===== src/rtl/rcs_pkg.sv =====
package rcs_pkg;

  // ----------------------------------------------------------------
  // timing
  // ----------------------------------------------------------------
  localparam int TW = 36;
  localparam longint unsigned CYC_PER_MS = 32'h0003_D090;
  localparam longint unsigned T_AC_DLY_MS = 32'h0000_2710;
  localparam longint unsigned T_WARN_MS = 32'h0000_0003;
  localparam longint unsigned T_AUX_LEAD_MS = 32'h0000_01C2;
  localparam longint unsigned T_CC_MS = 32'h0000_4E20;
  localparam longint unsigned T_OC_MS = 32'h0000_0BB8;
  localparam longint unsigned T_RESTART_MS = 32'h0000_03E8;
  localparam longint unsigned T_OV_WIN_MS = 32'h0000_EA60;
  localparam longint unsigned T_LATCH_OFF_MS = 32'h0000_07D0;
  localparam longint unsigned T_BLINK_MS = 32'h0000_01F4;
  localparam logic [TW-1:0] CYC_AC_DLY = TW'(T_AC_DLY_MS * CYC_PER_MS);
  localparam logic [TW-1:0] CYC_WARN = TW'(T_WARN_MS * CYC_PER_MS);
  localparam logic [TW-1:0] CYC_AUX_LEAD = TW'(T_AUX_LEAD_MS * CYC_PER_MS);
  localparam logic [TW-1:0] CYC_CC = TW'(T_CC_MS * CYC_PER_MS);
  localparam logic [TW-1:0] CYC_OC = TW'(T_OC_MS * CYC_PER_MS);
  localparam logic [TW-1:0] CYC_RESTART = TW'(T_RESTART_MS * CYC_PER_MS);
  localparam logic [TW-1:0] CYC_OV_WIN = TW'(T_OV_WIN_MS * CYC_PER_MS);
  localparam logic [TW-1:0] CYC_LATCH_OFF = TW'(T_LATCH_OFF_MS * CYC_PER_MS);
  localparam logic [TW-1:0] CYC_BLINK = TW'(T_BLINK_MS * CYC_PER_MS);
  localparam logic [7:0] STRAP_SETTLE_CYC = 8'h10;

  // ----------------------------------------------------------------
  // analog levels (mV for output and pins, V for input)
  // ----------------------------------------------------------------
  localparam logic [8:0] VIN_LOW_V = 9'h050;
  localparam logic [16:0] VOUT_LED_MV = 17'h0_7530;
  localparam logic [16:0] VOUT_MIN_MV = 17'h0_59D8;
  localparam logic [16:0] VOUT_SHORT_MV = 17'h0_1388;
  localparam logic [16:0] VOUT_DEF_MV = 17'h0_FDE8;
  localparam logic [16:0] VOUT_SPAN_MV = 17'h0_A410;
  localparam logic [11:0] VPROG_LO_MV = 12'h064;
  localparam logic [11:0] VPROG_HI_MV = 12'hBB8;
  localparam logic [11:0] VPROG_SPAN_MV = 12'hB54;
  localparam logic [11:0] PROT_RS485_MAX_MV = 12'h672;
  localparam logic [1:0] OV_TRIES = 2'h3;

  // ----------------------------------------------------------------
  // straps and addressing
  // ----------------------------------------------------------------
  localparam logic [11:0] UNIT_THR [0:9] = '{12'hC4E, 12'hB13, 12'h9C9, 12'h87F, 12'h735,
                                             12'h5EB, 12'h4A1, 12'h357, 12'h20D, 12'h0B4};
  localparam logic [11:0] RACK_THR [0:9] = '{12'hBEA, 12'h9F6, 12'h802, 12'h640, 12'h4B0,
                                             12'h2EE, 12'h0FA, 12'h000, 12'h000, 12'h000};
  localparam logic [2:0] I2C_ADDR_PREFIX = 3'h4;
  localparam logic [6:0] I2C_BCAST = 7'h00;
  localparam logic [9:0] PIN_RST = 10'h306;

  typedef enum logic [6:0] {
    S_OFF   = 7'h01,
    S_DLY   = 7'h02,
    S_RUN   = 7'h04,
    S_HOLD  = 7'h08,
    S_RST   = 7'h10,
    S_LATCH = 7'h20,
    S_REL   = 7'h40
  } rcs_state_t;

  // number of thresholds lying above the sampled level
  function automatic logic [3:0] rcs_level(input logic [11:0] v, input logic [11:0] thr [0:9]);
    logic [3:0] n;
    n = 4'h0;
    for (int k = 0; k < 10; k++) begin
      if (v < thr[k]) begin
        n = n + 4'h1;
      end
    end
    return n;
  endfunction

endpackage


===== src/rtl/rcs_timer.sv =====
module rcs_timer import rcs_pkg::*; #(
  parameter int W = TW
) (
  // clock and reset
  input wire logic mclk_i,
  input wire logic rstn_i,
  // control
  input wire logic clr_i,
  input wire logic [W-1:0] limit_i,
  // status
  output logic done_o
);

  logic [W-1:0] cnt;

  always_ff @(posedge mclk_i or negedge rstn_i) begin
    if (!rstn_i) begin
      cnt <= '0;
    end else if (clr_i) begin
      cnt <= '0;
    end else if (cnt < limit_i) begin
      cnt <= cnt + 1'b1;
    end
  end

  assign done_o = (cnt >= limit_i);

endmodule // rcs_timer


===== src/rtl/rcs_strap_decode.sv =====
module rcs_strap_decode import rcs_pkg::*; (
  // clock and reset
  input wire logic mclk_i,
  input wire logic rstn_i,
  // digitised strap levels
  input wire logic [11:0] unit_position_strap_mv_i,
  input wire logic [11:0] rack_position_strap_mv_i,
  input wire logic [11:0] protocol_strap_mv_i,
  // captured configuration
  output logic captured_o,
  output logic i2c_mode_o,
  output logic [3:0] unit_o,
  output logic [3:0] rack_o,
  output logic [3:0] position_addr_o,
  output logic pos_valid_o
);

  logic [7:0] settle;
  logic [3:0] unit_lvl;
  logic [3:0] rack_lvl;
  logic [4:0] map;

  // {valid, address} from unit 1..10 and rack 1..8
  function automatic logic [4:0] addr_of(input logic [3:0] u, input logic [3:0] r);
    logic [4:0] a;
    a = 5'h00;
    if (u >= 4'h1 && u <= 4'h4 && r >= 4'h1 && r <= 4'h4) begin
      a = {1'b1, 4'((r - 4'h1) * 4'h4 + (u - 4'h1))};
    end else if (u >= 4'h1 && u <= 4'h5 && r >= 4'h6 && r <= 4'h8) begin
      a = {1'b1, 4'((r - 4'h6) * 4'h5 + (u - 4'h1))};
    end else if (u >= 4'h6 && u <= 4'h7 && r >= 4'h1 && r <= 4'h8) begin
      a = {1'b1, 4'((r - 4'h1) * 4'h2 + (u - 4'h6))};
    end else if (u >= 4'h8 && u <= 4'hA && r >= 4'h4 && r <= 4'h8) begin
      a = {1'b1, 4'((r - 4'h4) * 4'h3 + (u - 4'h8))};
    end
    return a;
  endfunction

  // nearest tabulated level, thresholds midway between nominals
  assign unit_lvl = rcs_level(unit_position_strap_mv_i, UNIT_THR); // RULE25 RULE21
  assign rack_lvl = rcs_level(rack_position_strap_mv_i, RACK_THR) + 4'h1; // RULE25
  assign map = addr_of(unit_lvl, rack_lvl); // RULE22

  // ----------------------------------------------------------------
  // one capture after reset release, then frozen
  // ----------------------------------------------------------------
  always_ff @(posedge mclk_i or negedge rstn_i) begin
    if (!rstn_i) begin
      settle <= '0;
      captured_o <= 1'b0;
      i2c_mode_o <= 1'b1;
      unit_o <= '0;
      rack_o <= '0;
      position_addr_o <= '0;
      pos_valid_o <= 1'b0;
    end else if (!captured_o) begin
      if (settle < STRAP_SETTLE_CYC) begin
        settle <= settle + 8'h01;
      end else begin
        captured_o <= 1'b1; // RULE26
        i2c_mode_o <= (protocol_strap_mv_i > PROT_RS485_MAX_MV); // RULE19
        unit_o <= unit_lvl;
        rack_o <= rack_lvl;
        position_addr_o <= map[3:0];
        pos_valid_o <= map[4] && (unit_lvl != 4'h0); // RULE21
      end
    end
  end

endmodule // rcs_strap_decode


===== src/rtl/rcs_supervisor.sv =====
// Notes on behaviour
// RULE1: I2C mode waits 10 s after AC returns
// RULE2: warning leads output loss by 3 ms
// RULE3: aux rail up 450 ms before main
// RULE4: input LED blinks below 80 V input
// RULE5: open or high program pin gives 65 V
// RULE6: firmware setpoint overrides pin until power cycle
// RULE7: constant current allowed 20 s at start-up
// RULE8: output LED blinks in limit above 30 V
// RULE9: limit below 23 V in restart mode hiccups
// RULE10: output LED follows on, dark when latched
// RULE11: overcurrent shutdown delayed 3 s
// RULE12: output below 5 V trips at once
// RULE13: overcurrent and overtemperature restart unless configured latched
// RULE14: overvoltage gets three 1 s restarts per minute
// RULE15: five events release a latch-off
// RULE16: released unit stays off 2 s first (clearing oc_latch_i or ot_latch_i skips the hold, straight to S_OFF)
// RULE17: successful restart clears alarms, sets flag
// RULE18: controller restarts system by off then on
// RULE19: protocol strap selects I2C or RS485
// RULE20: answer 100+position address and broadcast
// RULE21: unit strap gives ten positions, top invalid
// RULE22: unit and rack straps form address bits
// RULE23: broadcast read flagged as invalid command
// RULE24: controller pulls enable low for output on
// RULE25: strap levels snap to nearest table entry
// RULE26: straps captured after reset, then held
module rcs_supervisor import rcs_pkg::*; #(
  parameter logic [TW-1:0] P_AC_DLY = CYC_AC_DLY,
  parameter logic [TW-1:0] P_WARN = CYC_WARN,
  parameter logic [TW-1:0] P_AUX_LEAD = CYC_AUX_LEAD,
  parameter logic [TW-1:0] P_CC = CYC_CC,
  parameter logic [TW-1:0] P_OC = CYC_OC,
  parameter logic [TW-1:0] P_RESTART = CYC_RESTART,
  parameter logic [TW-1:0] P_OV_WIN = CYC_OV_WIN,
  parameter logic [TW-1:0] P_LATCH_OFF = CYC_LATCH_OFF,
  parameter logic [TW-1:0] P_BLINK = CYC_BLINK
) (
  // clock and reset
  input wire logic mclk_i,
  input wire logic rstn_i,
  // pins from outside the clock domain
  input wire logic ac_ok_i,
  input wire logic onoff_n_i,
  input wire logic interlock_n_i,
  input wire logic present_i,
  input wire logic oc_i,
  input wire logic ot_i,
  input wire logic ov_i,
  input wire logic limit_i,
  input wire logic scl_i,
  input wire logic sda_i,
  // converter samples
  input wire logic [8:0] vin_v_i,
  input wire logic [16:0] vout_mv_i,
  input wire logic [11:0] vprog_mv_i,
  input wire logic [11:0] unit_position_strap_mv_i,
  input wire logic [11:0] rack_position_strap_mv_i,
  input wire logic [11:0] protocol_strap_mv_i,
  // firmware side
  input wire logic op_on_i,
  input wire logic fw_vout_wr_i,
  input wire logic [16:0] fw_vout_mv_i,
  input wire logic oc_latch_i,
  input wire logic ot_latch_i,
  input wire logic status_clr_i,
  // power control and indication
  output logic main_en_o,
  output logic aux_standby_rail_o,
  output logic output_fail_warning_o,
  output logic in_led_o,
  output logic out_led_o,
  output logic [16:0] setpoint_mv_o,
  output logic alarm_clear_o,
  output logic restart_ok_o,
  output logic latched_o,
  // configuration and addressing
  output logic i2c_mode_o,
  output logic [3:0] position_addr_o,
  output logic pos_valid_o,
  output logic addr_hit_o,
  output logic addr_rd_o,
  output logic invalid_cmd_o
);

  // ----------------------------------------------------------------
  // input synchronisers
  // ----------------------------------------------------------------
  logic [9:0] sy1, sy2;
  always_ff @(posedge mclk_i or negedge rstn_i) begin
    if (!rstn_i) begin
      sy1 <= PIN_RST;
      sy2 <= PIN_RST;
    end else begin
      sy1 <= {sda_i, scl_i, limit_i, ov_i, ot_i, oc_i, present_i, interlock_n_i, onoff_n_i,
              ac_ok_i};
      sy2 <= sy1;
    end
  end
  logic ac_ok, onoff_n, ilock_n, present, oc_s, ot_s, ov_s, lim_s, scl_s, sda_s;
  assign {sda_s, scl_s, lim_s, ov_s, ot_s, oc_s, present, ilock_n, onoff_n, ac_ok} = sy2;

  // ----------------------------------------------------------------
  // straps
  // ----------------------------------------------------------------
  logic captured;
  rcs_strap_decode u_strap (
    .mclk_i(mclk_i),
    .rstn_i(rstn_i),
    .unit_position_strap_mv_i(unit_position_strap_mv_i),
    .rack_position_strap_mv_i(rack_position_strap_mv_i),
    .protocol_strap_mv_i(protocol_strap_mv_i),
    .captured_o(captured),
    .i2c_mode_o(i2c_mode_o),
    .unit_o(),
    .rack_o(),
    .position_addr_o(position_addr_o),
    .pos_valid_o(pos_valid_o)
  );

  // ----------------------------------------------------------------
  // timers
  // ----------------------------------------------------------------
  rcs_state_t state, next_state;
  logic [TW-1:0] st_limit;
  logic st_done, aux_done, cc_done, oc_done, ovw_done, blink_done;
  logic ov_win;
  logic blink;

  rcs_timer u_t_state (.mclk_i(mclk_i), .rstn_i(rstn_i), .clr_i(next_state != state),
    .limit_i(st_limit), .done_o(st_done));
  rcs_timer u_t_aux (.mclk_i(mclk_i), .rstn_i(rstn_i), .clr_i(!ac_ok),
    .limit_i(P_AUX_LEAD), .done_o(aux_done));
  rcs_timer u_t_cc (.mclk_i(mclk_i), .rstn_i(rstn_i), .clr_i(state != S_RUN),
    .limit_i(P_CC), .done_o(cc_done));
  rcs_timer u_t_oc (.mclk_i(mclk_i), .rstn_i(rstn_i), .clr_i(!oc_s || state != S_RUN),
    .limit_i(P_OC), .done_o(oc_done));
  rcs_timer u_t_ovw (.mclk_i(mclk_i), .rstn_i(rstn_i), .clr_i(!ov_win),
    .limit_i(P_OV_WIN), .done_o(ovw_done));
  rcs_timer u_t_blink (.mclk_i(mclk_i), .rstn_i(rstn_i), .clr_i(blink_done),
    .limit_i(P_BLINK), .done_o(blink_done));

  // ----------------------------------------------------------------
  // enable, faults and release events
  // ----------------------------------------------------------------
  logic en_req, pin_on, run_ok, short_ckt, hiccup, oc_trip, ov_evt, ov_latch_now;
  logic pin_on_q, op_on_q, present_q, ac_q, ocl_q, otl_q, any_rel, reconf_rel;
  logic [1:0] ov_cnt;

  assign pin_on = !onoff_n && !ilock_n;
  assign en_req = present && !ilock_n && op_on_i && (!i2c_mode_o || !onoff_n); // RULE24
  assign run_ok = (state == S_RUN) && ac_ok && en_req;
  assign short_ckt = vout_mv_i < VOUT_SHORT_MV; // RULE12
  assign hiccup = (vout_mv_i < VOUT_MIN_MV) && !oc_latch_i; // RULE9
  assign oc_trip = oc_s && (short_ckt || hiccup || (cc_done && oc_done)); // RULE7 RULE11
  assign ov_evt = run_ok && ov_s;
  assign ov_latch_now = (ov_cnt >= OV_TRIES); // RULE14
  assign any_rel = (pin_on && !pin_on_q && i2c_mode_o) || (op_on_i && !op_on_q) ||
                   (present && !present_q) || (ac_ok && !ac_q); // RULE15
  assign reconf_rel = (ocl_q && !oc_latch_i) || (otl_q && !ot_latch_i); // RULE15

  always_ff @(posedge mclk_i or negedge rstn_i) begin
    if (!rstn_i) begin
      pin_on_q <= 1'b0;
      op_on_q <= 1'b0;
      present_q <= 1'b0;
      ac_q <= 1'b0;
      ocl_q <= 1'b0;
      otl_q <= 1'b0;
    end else begin
      pin_on_q <= pin_on;
      op_on_q <= op_on_i;
      present_q <= present;
      ac_q <= ac_ok;
      ocl_q <= oc_latch_i;
      otl_q <= ot_latch_i;
    end
  end

  // ----------------------------------------------------------------
  // sequencer
  // ----------------------------------------------------------------
  always_comb begin
    next_state = state;
    case (state)
      S_OFF: begin
        if (ac_ok && en_req && captured) next_state = S_DLY;
      end
      S_DLY: begin
        if (!ac_ok || !en_req) next_state = S_OFF;
        else if (st_done && aux_done) next_state = S_RUN; // RULE1 RULE3
      end
      S_RUN: begin
        if (!ac_ok) next_state = S_HOLD; // RULE2
        else if (!en_req) next_state = S_OFF;
        else if (ov_s) next_state = ov_latch_now ? S_LATCH : S_RST; // RULE14
        else if (oc_trip) next_state = oc_latch_i ? S_LATCH : S_RST; // RULE13
        else if (ot_s) next_state = ot_latch_i ? S_LATCH : S_RST; // RULE13
      end
      S_HOLD: begin
        if (ac_ok) next_state = S_RUN;
        else if (st_done) next_state = S_OFF; // RULE2
      end
      S_RST: begin
        if (!ac_ok || !en_req) next_state = S_OFF;
        else if (st_done && aux_done) next_state = S_RUN;
      end
      S_LATCH: begin
        if (reconf_rel) next_state = S_OFF;
        else if (any_rel) next_state = S_REL; // RULE16
      end
      S_REL: begin
        if (st_done) next_state = S_OFF; // RULE16
      end
      default: next_state = S_OFF;
    endcase
  end

  always_comb begin
    case (state)
      S_DLY: st_limit = i2c_mode_o ? P_AC_DLY : P_AUX_LEAD;
      S_HOLD: st_limit = P_WARN;
      S_RST: st_limit = P_RESTART;
      S_REL: st_limit = P_LATCH_OFF;
      default: st_limit = '1;
    endcase
  end

  always_ff @(posedge mclk_i or negedge rstn_i) begin
    if (!rstn_i) state <= S_OFF;
    else state <= next_state;
  end

  assign main_en_o = (state == S_RUN) || (state == S_HOLD);
  assign output_fail_warning_o = (state == S_HOLD); // RULE2
  assign aux_standby_rail_o = ac_ok; // RULE3
  assign latched_o = (state == S_LATCH);

  // ----------------------------------------------------------------
  // overvoltage window
  // ----------------------------------------------------------------
  always_ff @(posedge mclk_i or negedge rstn_i) begin
    if (!rstn_i) begin
      ov_cnt <= '0;
      ov_win <= 1'b0;
    end else if (ov_evt) begin
      ov_cnt <= ov_latch_now ? ov_cnt : ov_cnt + 2'h1; // RULE14
      ov_win <= 1'b1;
    end else if (ovw_done || (state == S_LATCH && next_state != S_LATCH)) begin
      ov_cnt <= '0; // RULE14
      ov_win <= 1'b0;
    end
  end

  // ----------------------------------------------------------------
  // restart success
  // ----------------------------------------------------------------
  logic rst_pend;
  always_ff @(posedge mclk_i or negedge rstn_i) begin
    if (!rstn_i) begin
      rst_pend <= 1'b0;
      alarm_clear_o <= 1'b0;
      restart_ok_o <= 1'b0;
    end else begin
      alarm_clear_o <= 1'b0;
      if (state == S_RST && next_state == S_RUN) begin
        rst_pend <= 1'b1;
      end else if (state != S_RUN) begin
        rst_pend <= 1'b0;
      end else if (rst_pend && vout_mv_i >= VOUT_MIN_MV) begin
        rst_pend <= 1'b0;
        alarm_clear_o <= 1'b1; // RULE17
      end
      if (alarm_clear_o) restart_ok_o <= 1'b1; // RULE17
      else if (status_clr_i) restart_ok_o <= 1'b0;
    end
  end

  // ----------------------------------------------------------------
  // indicators
  // ----------------------------------------------------------------
  always_ff @(posedge mclk_i or negedge rstn_i) begin
    if (!rstn_i) begin
      blink <= 1'b0;
      in_led_o <= 1'b0;
      out_led_o <= 1'b0;
    end else begin
      if (blink_done) blink <= !blink;
      in_led_o <= (vin_v_i < VIN_LOW_V) ? blink : ac_ok; // RULE4
      if (state != S_RUN) out_led_o <= 1'b0; // RULE10
      else if (lim_s && vout_mv_i > VOUT_LED_MV) out_led_o <= blink; // RULE8
      else out_led_o <= 1'b1; // RULE10
    end
  end

  // ----------------------------------------------------------------
  // output setpoint
  // ----------------------------------------------------------------
  logic [16:0] prog_mv;
  logic [28:0] prod;
  logic fw_own;
  assign prod = 29'(vprog_mv_i - VPROG_LO_MV) * 29'(VOUT_SPAN_MV);
  always_comb begin
    if (vprog_mv_i < VPROG_LO_MV || vprog_mv_i > VPROG_HI_MV) prog_mv = VOUT_DEF_MV; // RULE5
    else prog_mv = VOUT_MIN_MV + 17'(prod / VPROG_SPAN_MV);
  end

  always_ff @(posedge mclk_i or negedge rstn_i) begin
    if (!rstn_i) begin
      fw_own <= 1'b0;
      setpoint_mv_o <= VOUT_DEF_MV;
    end else if (fw_vout_wr_i) begin
      fw_own <= 1'b1; // RULE6
      setpoint_mv_o <= fw_vout_mv_i;
    end else if (!fw_own) begin
      setpoint_mv_o <= prog_mv; // RULE6
    end
  end

  // ----------------------------------------------------------------
  // bus address match on the link
  // ----------------------------------------------------------------
  logic scl_q, sda_q, active;
  logic [2:0] bitcnt;
  logic [6:0] sh;
  logic [7:0] abyte;
  logic last_bit;
  assign abyte = {sh, sda_s};
  assign last_bit = active && scl_s && !scl_q && (bitcnt == 3'h7);

  always_ff @(posedge mclk_i or negedge rstn_i) begin
    if (!rstn_i) begin
      scl_q <= 1'b1;
      sda_q <= 1'b1;
      active <= 1'b0;
      bitcnt <= '0;
      sh <= '0;
      addr_hit_o <= 1'b0;
      addr_rd_o <= 1'b0;
      invalid_cmd_o <= 1'b0;
    end else begin
      scl_q <= scl_s;
      sda_q <= sda_s;
      addr_hit_o <= 1'b0;
      invalid_cmd_o <= 1'b0;
      if (scl_s && scl_q && sda_q && !sda_s) begin
        active <= i2c_mode_o && pos_valid_o;
        bitcnt <= '0;
      end else if (active && scl_s && !scl_q) begin
        sh <= abyte[6:0];
        bitcnt <= bitcnt + 3'h1;
        if (last_bit) begin
          active <= 1'b0;
          addr_rd_o <= abyte[0];
          addr_hit_o <= (abyte[7:1] == {I2C_ADDR_PREFIX, position_addr_o}) ||
                        (abyte[7:1] == I2C_BCAST && !abyte[0]); // RULE20
          invalid_cmd_o <= (abyte[7:1] == I2C_BCAST) && abyte[0]; // RULE23
        end
      end
    end
  end
endmodule // rcs_supervisor


===== config.mk =====
export PLATFORM = sky130hd
export DESIGN_NAME = rcs_supervisor
export DESIGN_NICKNAME = d
export VERILOG_FILES = /design/src/rtl/rcs_pkg.sv /design/src/rtl/rcs_timer.sv /design/src/rtl/rcs_strap_decode.sv /design/src/rtl/rcs_supervisor.sv
export SDC_FILE = /design/constraint.sdc
export NUM_CORES = 1
export LEC_CHECK = 0
export ABC_CLOCK_PERIOD_IN_PS = 15100
export BUFFER_PORTS_ARGS = -buffer_cell sky130_fd_sc_hd__buf_2
export CAP_MARGIN = 5
export CORE_MARGIN = 2
export CORE_UTILIZATION = 30
export CTS_CLUSTER_DIAMETER = 80
export DETAILED_ROUTE_END_ITERATION = 16
export GPL_ROUTABILITY_DRIVEN = 1
export PLACE_DENSITY = 0.55
export SETUP_SLACK_MARGIN = 0.2
export SLEW_MARGIN = 25
export SYNTH_ARGS = -nofsm -noshare
export SYNTH_HDL_FRONTEND = slang
export SYNTH_SLANG_ARGS = --single-unit

===== constraint.sdc =====
create_clock -name mclk_i -period 15.1 [get_ports mclk_i]
set_clock_uncertainty 0.15 [all_clocks]
set_input_delay 1.51 -clock mclk_i [delete_from_list [all_inputs] [get_ports mclk_i]]
set_output_delay 1.51 -clock mclk_i [all_outputs]
set_load 0.02 [all_outputs]

## Word level (Yosys, flattened, before mapping)

Cells that the tools add are included.
Widths: inputs -> output; s select.

| storage, ports and cells | value |
|---|---|
| bits of input ports | 108 |
| register bits | 307 |

| operators by class | value |
|---|---|
| reduce and logical (&&, ||, !) cells | 92 |
| muxes and demuxes | 86 |
| multiply operators | 3 |
| equality and inequality tests | 17 |
| $lt $le $gt $ge | 52 |
| divide/modulo/power cells | 1 |
| add/subtract/negate cells | 40 |
| bitwise gates (word level) | 3 |

Operators by type and width:

| cell | count |
|---|---|
| $mux 36 | 12 |
| $add 36x1->36 const B | 6 |
| $pmux 36 s4 | 1 |
| $lt 12x12->1 const B | 7 |
| $mux 7 | 12 |
| $ge 36x27->1 const B | 2 |
| $lt 36x27->1 const B | 2 |
| $mux 4 | 18 |
| $add 4x1->4 const B | 17 |
| $lt 12x11->1 const B | 5 |
| $mux 17 | 3 |
| $logic_and 1x1->1 | 46 |
| $pmux 7 s6 | 1 |
| $ge 36x30->1 const B | 1 |
| $ge 36x33->1 const B | 1 |
| $ge 36x34->1 const B | 1 |
| $ge 36x36->1 | 1 |
| $lt 12x10->1 const B | 3 |
| $lt 36x30->1 const B | 1 |
| $lt 36x33->1 const B | 1 |
| $lt 36x34->1 const B | 1 |
| $lt 36x36->1 | 1 |
| $mux 32 | 1 |
| $div 29x12->29 const B | 1 |
| other kinds (60) | 149 |

## Depth between registers and ports, before layout

| depth | value |
|---|---|
| depth after elaboration | 29 |
| depth in mapped cells | 96 |
| gate-level depth less buffers | 80 |

## By module

A second synthesis with hierarchy kept.

| second synthesis, totals | value |
|---|---|
| cell total of the unflattened synthesis | 4437 |
| area total of the unflattened synthesis | 35412.7 sq um |

Modules (own cells, without submodules):

| module | area an instance (sq um) | seq. area each (sq um) | cells each | times used |
|---|---|---|---|---|
| rcs_timer | 2889.0 | 900.9 | 352 | 6 |
| rcs_supervisor | 14471.4 | 1929.4 | 1902 | 1 |
| rcs_strap_decode | 3607.2 | 576.8 | 423 | 1 |

## Worst setup path before layout

No wires, ideal clock.

| timing path | value |
|---|---|
| kind | input -> register |
| start | input port vprog_mv_i[2] |
| end | register setpoint_mv_o[0] |
| required time | 14.874 ns |
| buffers on the path | 7 |
| library setup time | 0.076 ns |
| cell stages on the path | 85 |
| slack | -6.478 ns |
| arrival | 21.351 ns |
| cell sequence | inv_1 -> clkbuf_1 -> ha_1 -> nand2b_1 -> a31o_1 -> or3_1 -> buf_4 -> inv_1 -> ha_1 -> xnor2_1 -> xnor2_1 -> ha_1 -> fa_1 -> ha_1 -> ha_1 -> or3_1 -> o22ai_1 -> nor3_1 -> (+49 left out) -> a21oi_2 -> nor2_4 -> mux2_2 -> o311ai_1 -> and2_4 -> buf_6 -> buf_2 -> nor2_1 -> xnor2_1 -> ha_1 -> inv_1 -> xnor2_1 -> xnor2_1 -> nand2_1 -> o31a_1 -> o211ai_1 -> a21oi_1 -> o21ai_1 |

| on the way | value |
|---|---|
| word-level cells in the longest chain between the ends | 7 |
| elaborated cells on any way between the ends | 10 |
| classes of those cells | add/sub (2); mul (1); div (1); order compare (2); mux (3); reduce/logical (1) |

RTL lines:

| item | line | source |
|---|---|---|
| from (decl) | rcs_supervisor.sv:56 | `input wire logic [11:0] vprog_mv_i,` |
| $sub 12x7->13 | rcs_supervisor.sv:302 | `assign prod = 29'(vprog_mv_i - VPROG_LO_MV) * 29'(VOUT_SPAN_MV);` |
| $mul 29x12->25 | rcs_supervisor.sv:302 |  |
| $div 29x12->29 | rcs_supervisor.sv:305 | `else prog_mv = VOUT_MIN_MV + 17'(prod / VPROG_SPAN_MV);` |
| $add 15x17->17 | rcs_supervisor.sv:305 |  |
| $mux 17 (*) | rcs_supervisor.sv:304 | `if (vprog_mv_i < VPROG_LO_MV \|\| vprog_mv_i > VPROG_HI_MV) prog_mv = VOUT_DEF_MV;` |
| $mux 17 (*) | rcs_supervisor.sv:315 | `end else if (!fw_own) begin` |
| $mux 17 (*) | rcs_supervisor.sv:312 | `end else if (fw_vout_wr_i) begin` |
| to (signal assigned) | rcs_supervisor.sv:314 | `setpoint_mv_o <= fw_vout_mv_i;` |
| to (signal assigned) | rcs_supervisor.sv:316 | `setpoint_mv_o <= prog_mv;` |
| to (decl) | rcs_supervisor.sv:73 | `output logic [16:0] setpoint_mv_o,` |

Every way passes the cells marked *; elsewhere a longest branch is shown, timed or not. The select of a mux whose other input is x is not followed.
A chain may end at the register's enable or synchronous reset.

## Final worst setup path

| timing path | value |
|---|---|
| start | input port vprog_mv_i[7] |
| end | register setpoint_mv_o[0] |

Same word-level chain as after synthesis.

==> results.sh <==
export IMPL_clock_fmax_mhz=51.24
export IMPL_final_cell_mix="buf_4, nor2_1, nand2_1, dfrtp_1, xnor2_1"
export IMPL_grt_antenna_before_repair=4
export IMPL_slew_violations=0
export IMPL_wl_met3_mm=2.750
export IMPL_gp_congestion=0.8708
export IMPL_clk_pin_slew_ns=0.06
export IMPL_die_h_um=310.2
export IMPL_cap_viol_max_count=0
export IMPL_grt_max_degree=127
export IMPL_drive_gt1_frac=0.3155
export IMPL_core_area_um2=93190
export IMPL_syn_avg_cell_area_um2=8.345
export IMPL_grt_remaining_overflow=0
export IMPL_synth_main_ff_cell="dfrtp_1"
export IMPL_grt_pass1_wl_mm=130.8
export IMPL_synth_area_mux_share=0.03007
export IMPL_hpwl_mm=60.18
export IMPL_hp_class="flip-flop to flip-flop"
export IMPL_drt_total_wl_mm=79.38
export IMPL_cts_root_buffer="clkbuf_16"
export IMPL_dieArea_um2=96230
export IMPL_hold_viol=0
export IMPL_cts_sinks=307
export IMPL_path_class="primary input to flip-flop"
export IMPL_yosys_top_cells_area="dfrtp_1, ha_1, xnor2_1"
export IMPL_synth_cell_types=146
export IMPL_syn_area_um2=28130
export IMPL_netlist_instances=3371
export IMPL_detail_route_vias_per_cell=5.003
export IMPL_synth_top_area_frac=0.2526
export IMPL_cp_slowest_cell="fa_1"
export IMPL_worst_setup_path_start_kind="primary input"
export IMPL_routedWlPerCell_um=14.59
export IMPL_cp_slowest_stage_delay_ns=0.55
export IMPL_relSlewSlack=0.3638
export IMPL_cts_hold_buf=0
export IMPL_worst_path_buf_inv=13
export IMPL_synth_seq_cells=307
export IMPL_track_usage=0.1612
export IMPL_rows=112
export IMPL_die_x_um=310.2
export IMPL_clock_latency_ns=0.58
export IMPL_hold_start="sy1[5]"
export IMPL_grt_pass1_vias=26200
export IMPL_rsz0062_at_grt="yes"
export IMPL_drcViolationCount=0
export IMPL_min_period_ns=19.52
export IMPL_synth_xor_xnor_area_share=0.1082
export IMPL_htreeDepth=2
export IMPL_ant_nets=0
export IMPL_layout_commonest_cell="buf_4"
export IMPL_vias=27220
export IMPL_boundaryPins=142
export IMPL_worst_slack_ns=-4.418
export IMPL_nets=4448
export IMPL_synth_edf_count=0
export IMPL_cts_path_max_buffers=3
export IMPL_cp_startpoint="vprog_mv_i[7]"
export IMPL_pre_cts_slack_ns=-5.406
export IMPL_cp_end_kind="flip-flop"
export IMPL_timing_rr_start="state[3]"
export IMPL_critical_path_top_delay_family="compound AO/OA/AOI/OAI gates"
export IMPL_cp_max_fo=7
export IMPL_yosys_warnings=0
export IMPL_start_util=0.3019
export IMPL_violations="negative setup slack"
export IMPL_yosysTopAreaCell="dfrtp_1"
export IMPL_required_ns=15.44
export IMPL_io_buffers=136
export IMPL_dr_wl_met2_mm=36.33
export IMPL_worst_pin_slew_ns=0.9278
export IMPL_setup_violations=17
export IMPL_drt_met1_wl_mm=38.90
export IMPL_synthAdderAreaFrac=0.09278
export IMPL_ys_seq_area_frac=0.2741
export IMPL_firstDrtPassIters=5
export IMPL_synth_top_family_by_area="simple AND/OR/NAND/NOR gates"
export IMPL_drt_iter0_markers=1480
export IMPL_highest_layer="met5"
export IMPL_cts_buffers=39
export IMPL_tritoncts="done"
export IMPL_async_flop_share=1.000
export IMPL_synth_compound_area_share=0.2179
export IMPL_post_route_period_util=1.293
export IMPL_status="complete, but fails checks"
export IMPL_yosys_area_share_simple=0.2394
export IMPL_crit_arrival_ns=19.86
export IMPL_area_growth_pct=37.19
[cell usage after synthesis, types with 44 or more instances]
master    number
nor2_1       361
nand2_1      308
dfrtp_1      284
xnor2_1      204
a21oi_1      173
ha_1         161
nand3_1      141
o21ai_0      138
inv_1        137
xor2_1       126
nor3_1        98
and2_1        93
clkbuf_1      76
nand4_1       57
and3_1        46
or3_1         44
[kinds of logic after synthesis]
family                   Yosys count
AND/OR/NAND/NOR                 1356
AO/OA/AOI/OAI                    842
XOR/XNOR                         338
flip-flops                       307
buffers and inverters            254
adder cells (fa/ha/maj)          196
multiplexers                      77
other                              1
[what timing repair did]
| item | in CTS | in global routing |
|---|---|---|
| resized for setup | 107 | 151 |
| pin swaps | 63 | 128 |
| buffers inserted | 42 | 53 |
| endpoints found under the setup margin | 17 | 17 |
[flip-flops by register name (all words and copies together), names as in the netlist, 2 cells and up]
signal,cells
state,7
u_t_cc.cnt,36
ov_cnt,2
u_strap.settle,8
setpoint_mv_o,17
u_t_ovw.cnt,36
u_t_aux.cnt,36
sh,7
sy1,10
u_t_state.cnt,36
u_strap.position_addr_o,4
u_t_blink.cnt,36
u_t_oc.cnt,36
bitcnt,3
sy2,10
[metal layers]
layer  global-route usage  vias to the layer above
li1                     -                    13800
met1               0.2264                    12930
met2               0.2632                      390
met3              0.02125                       96
met4              0.03438                        4
met5                    0                        -
[through the flow]
stage	area [um^2]	instances	TNS, ns	util	hold slack, ns
after floorplan	28750	3379	-65.66	-	0.1812
after global placement	35140	5272	-72.35	0.3771	0.1844
after detailed placement	35140	5272	-76.24	0.3771	0.1847
after CTS	37360	5384	-53.41	0.4009	0.1945
after global routing	38590	5440	-70.29	0.4141	0.2064
final	38590	5440	-58.53	0.4141	0.1977
[cell type report]
| class | count | area (um^2) |
|---|---|---|
| repair buffers | 848 | 6279 |
| flip-flops and latches | 307 | 7712 |
| diodes | 2 | 5.005 |
| inverters | 141 | 553.0 |
| well taps | 1254 | 1569 |
| fillers | 9290 | 54600 |
| clock inverters | 21 | 266.5 |
| multi-input cells | 2818 | 21110 |
| clock buffers | 49 | 1094 |
[path summary, 6_finish.rpt]
kind | to | slack (ns) | cells past startpoint
max | setpoint_mv_o[0] | -4.42 | 85
min | sy2[5] | 0.20 | 0
max reg2reg | u_t_state.cnt[35] | 8.93 | 24
min reg2reg | sy2[5] | 0.20 | 0
max in group asynchronous | u_t_aux.cnt[9] | 12.18 | 3
min in group asynchronous | u_t_ovw.cnt[19] | 0.67 | 1
Power is left out: the tool's default activity adds up to more than one toggle a clock period on the data nets, which glitch-free logic cannot reach.
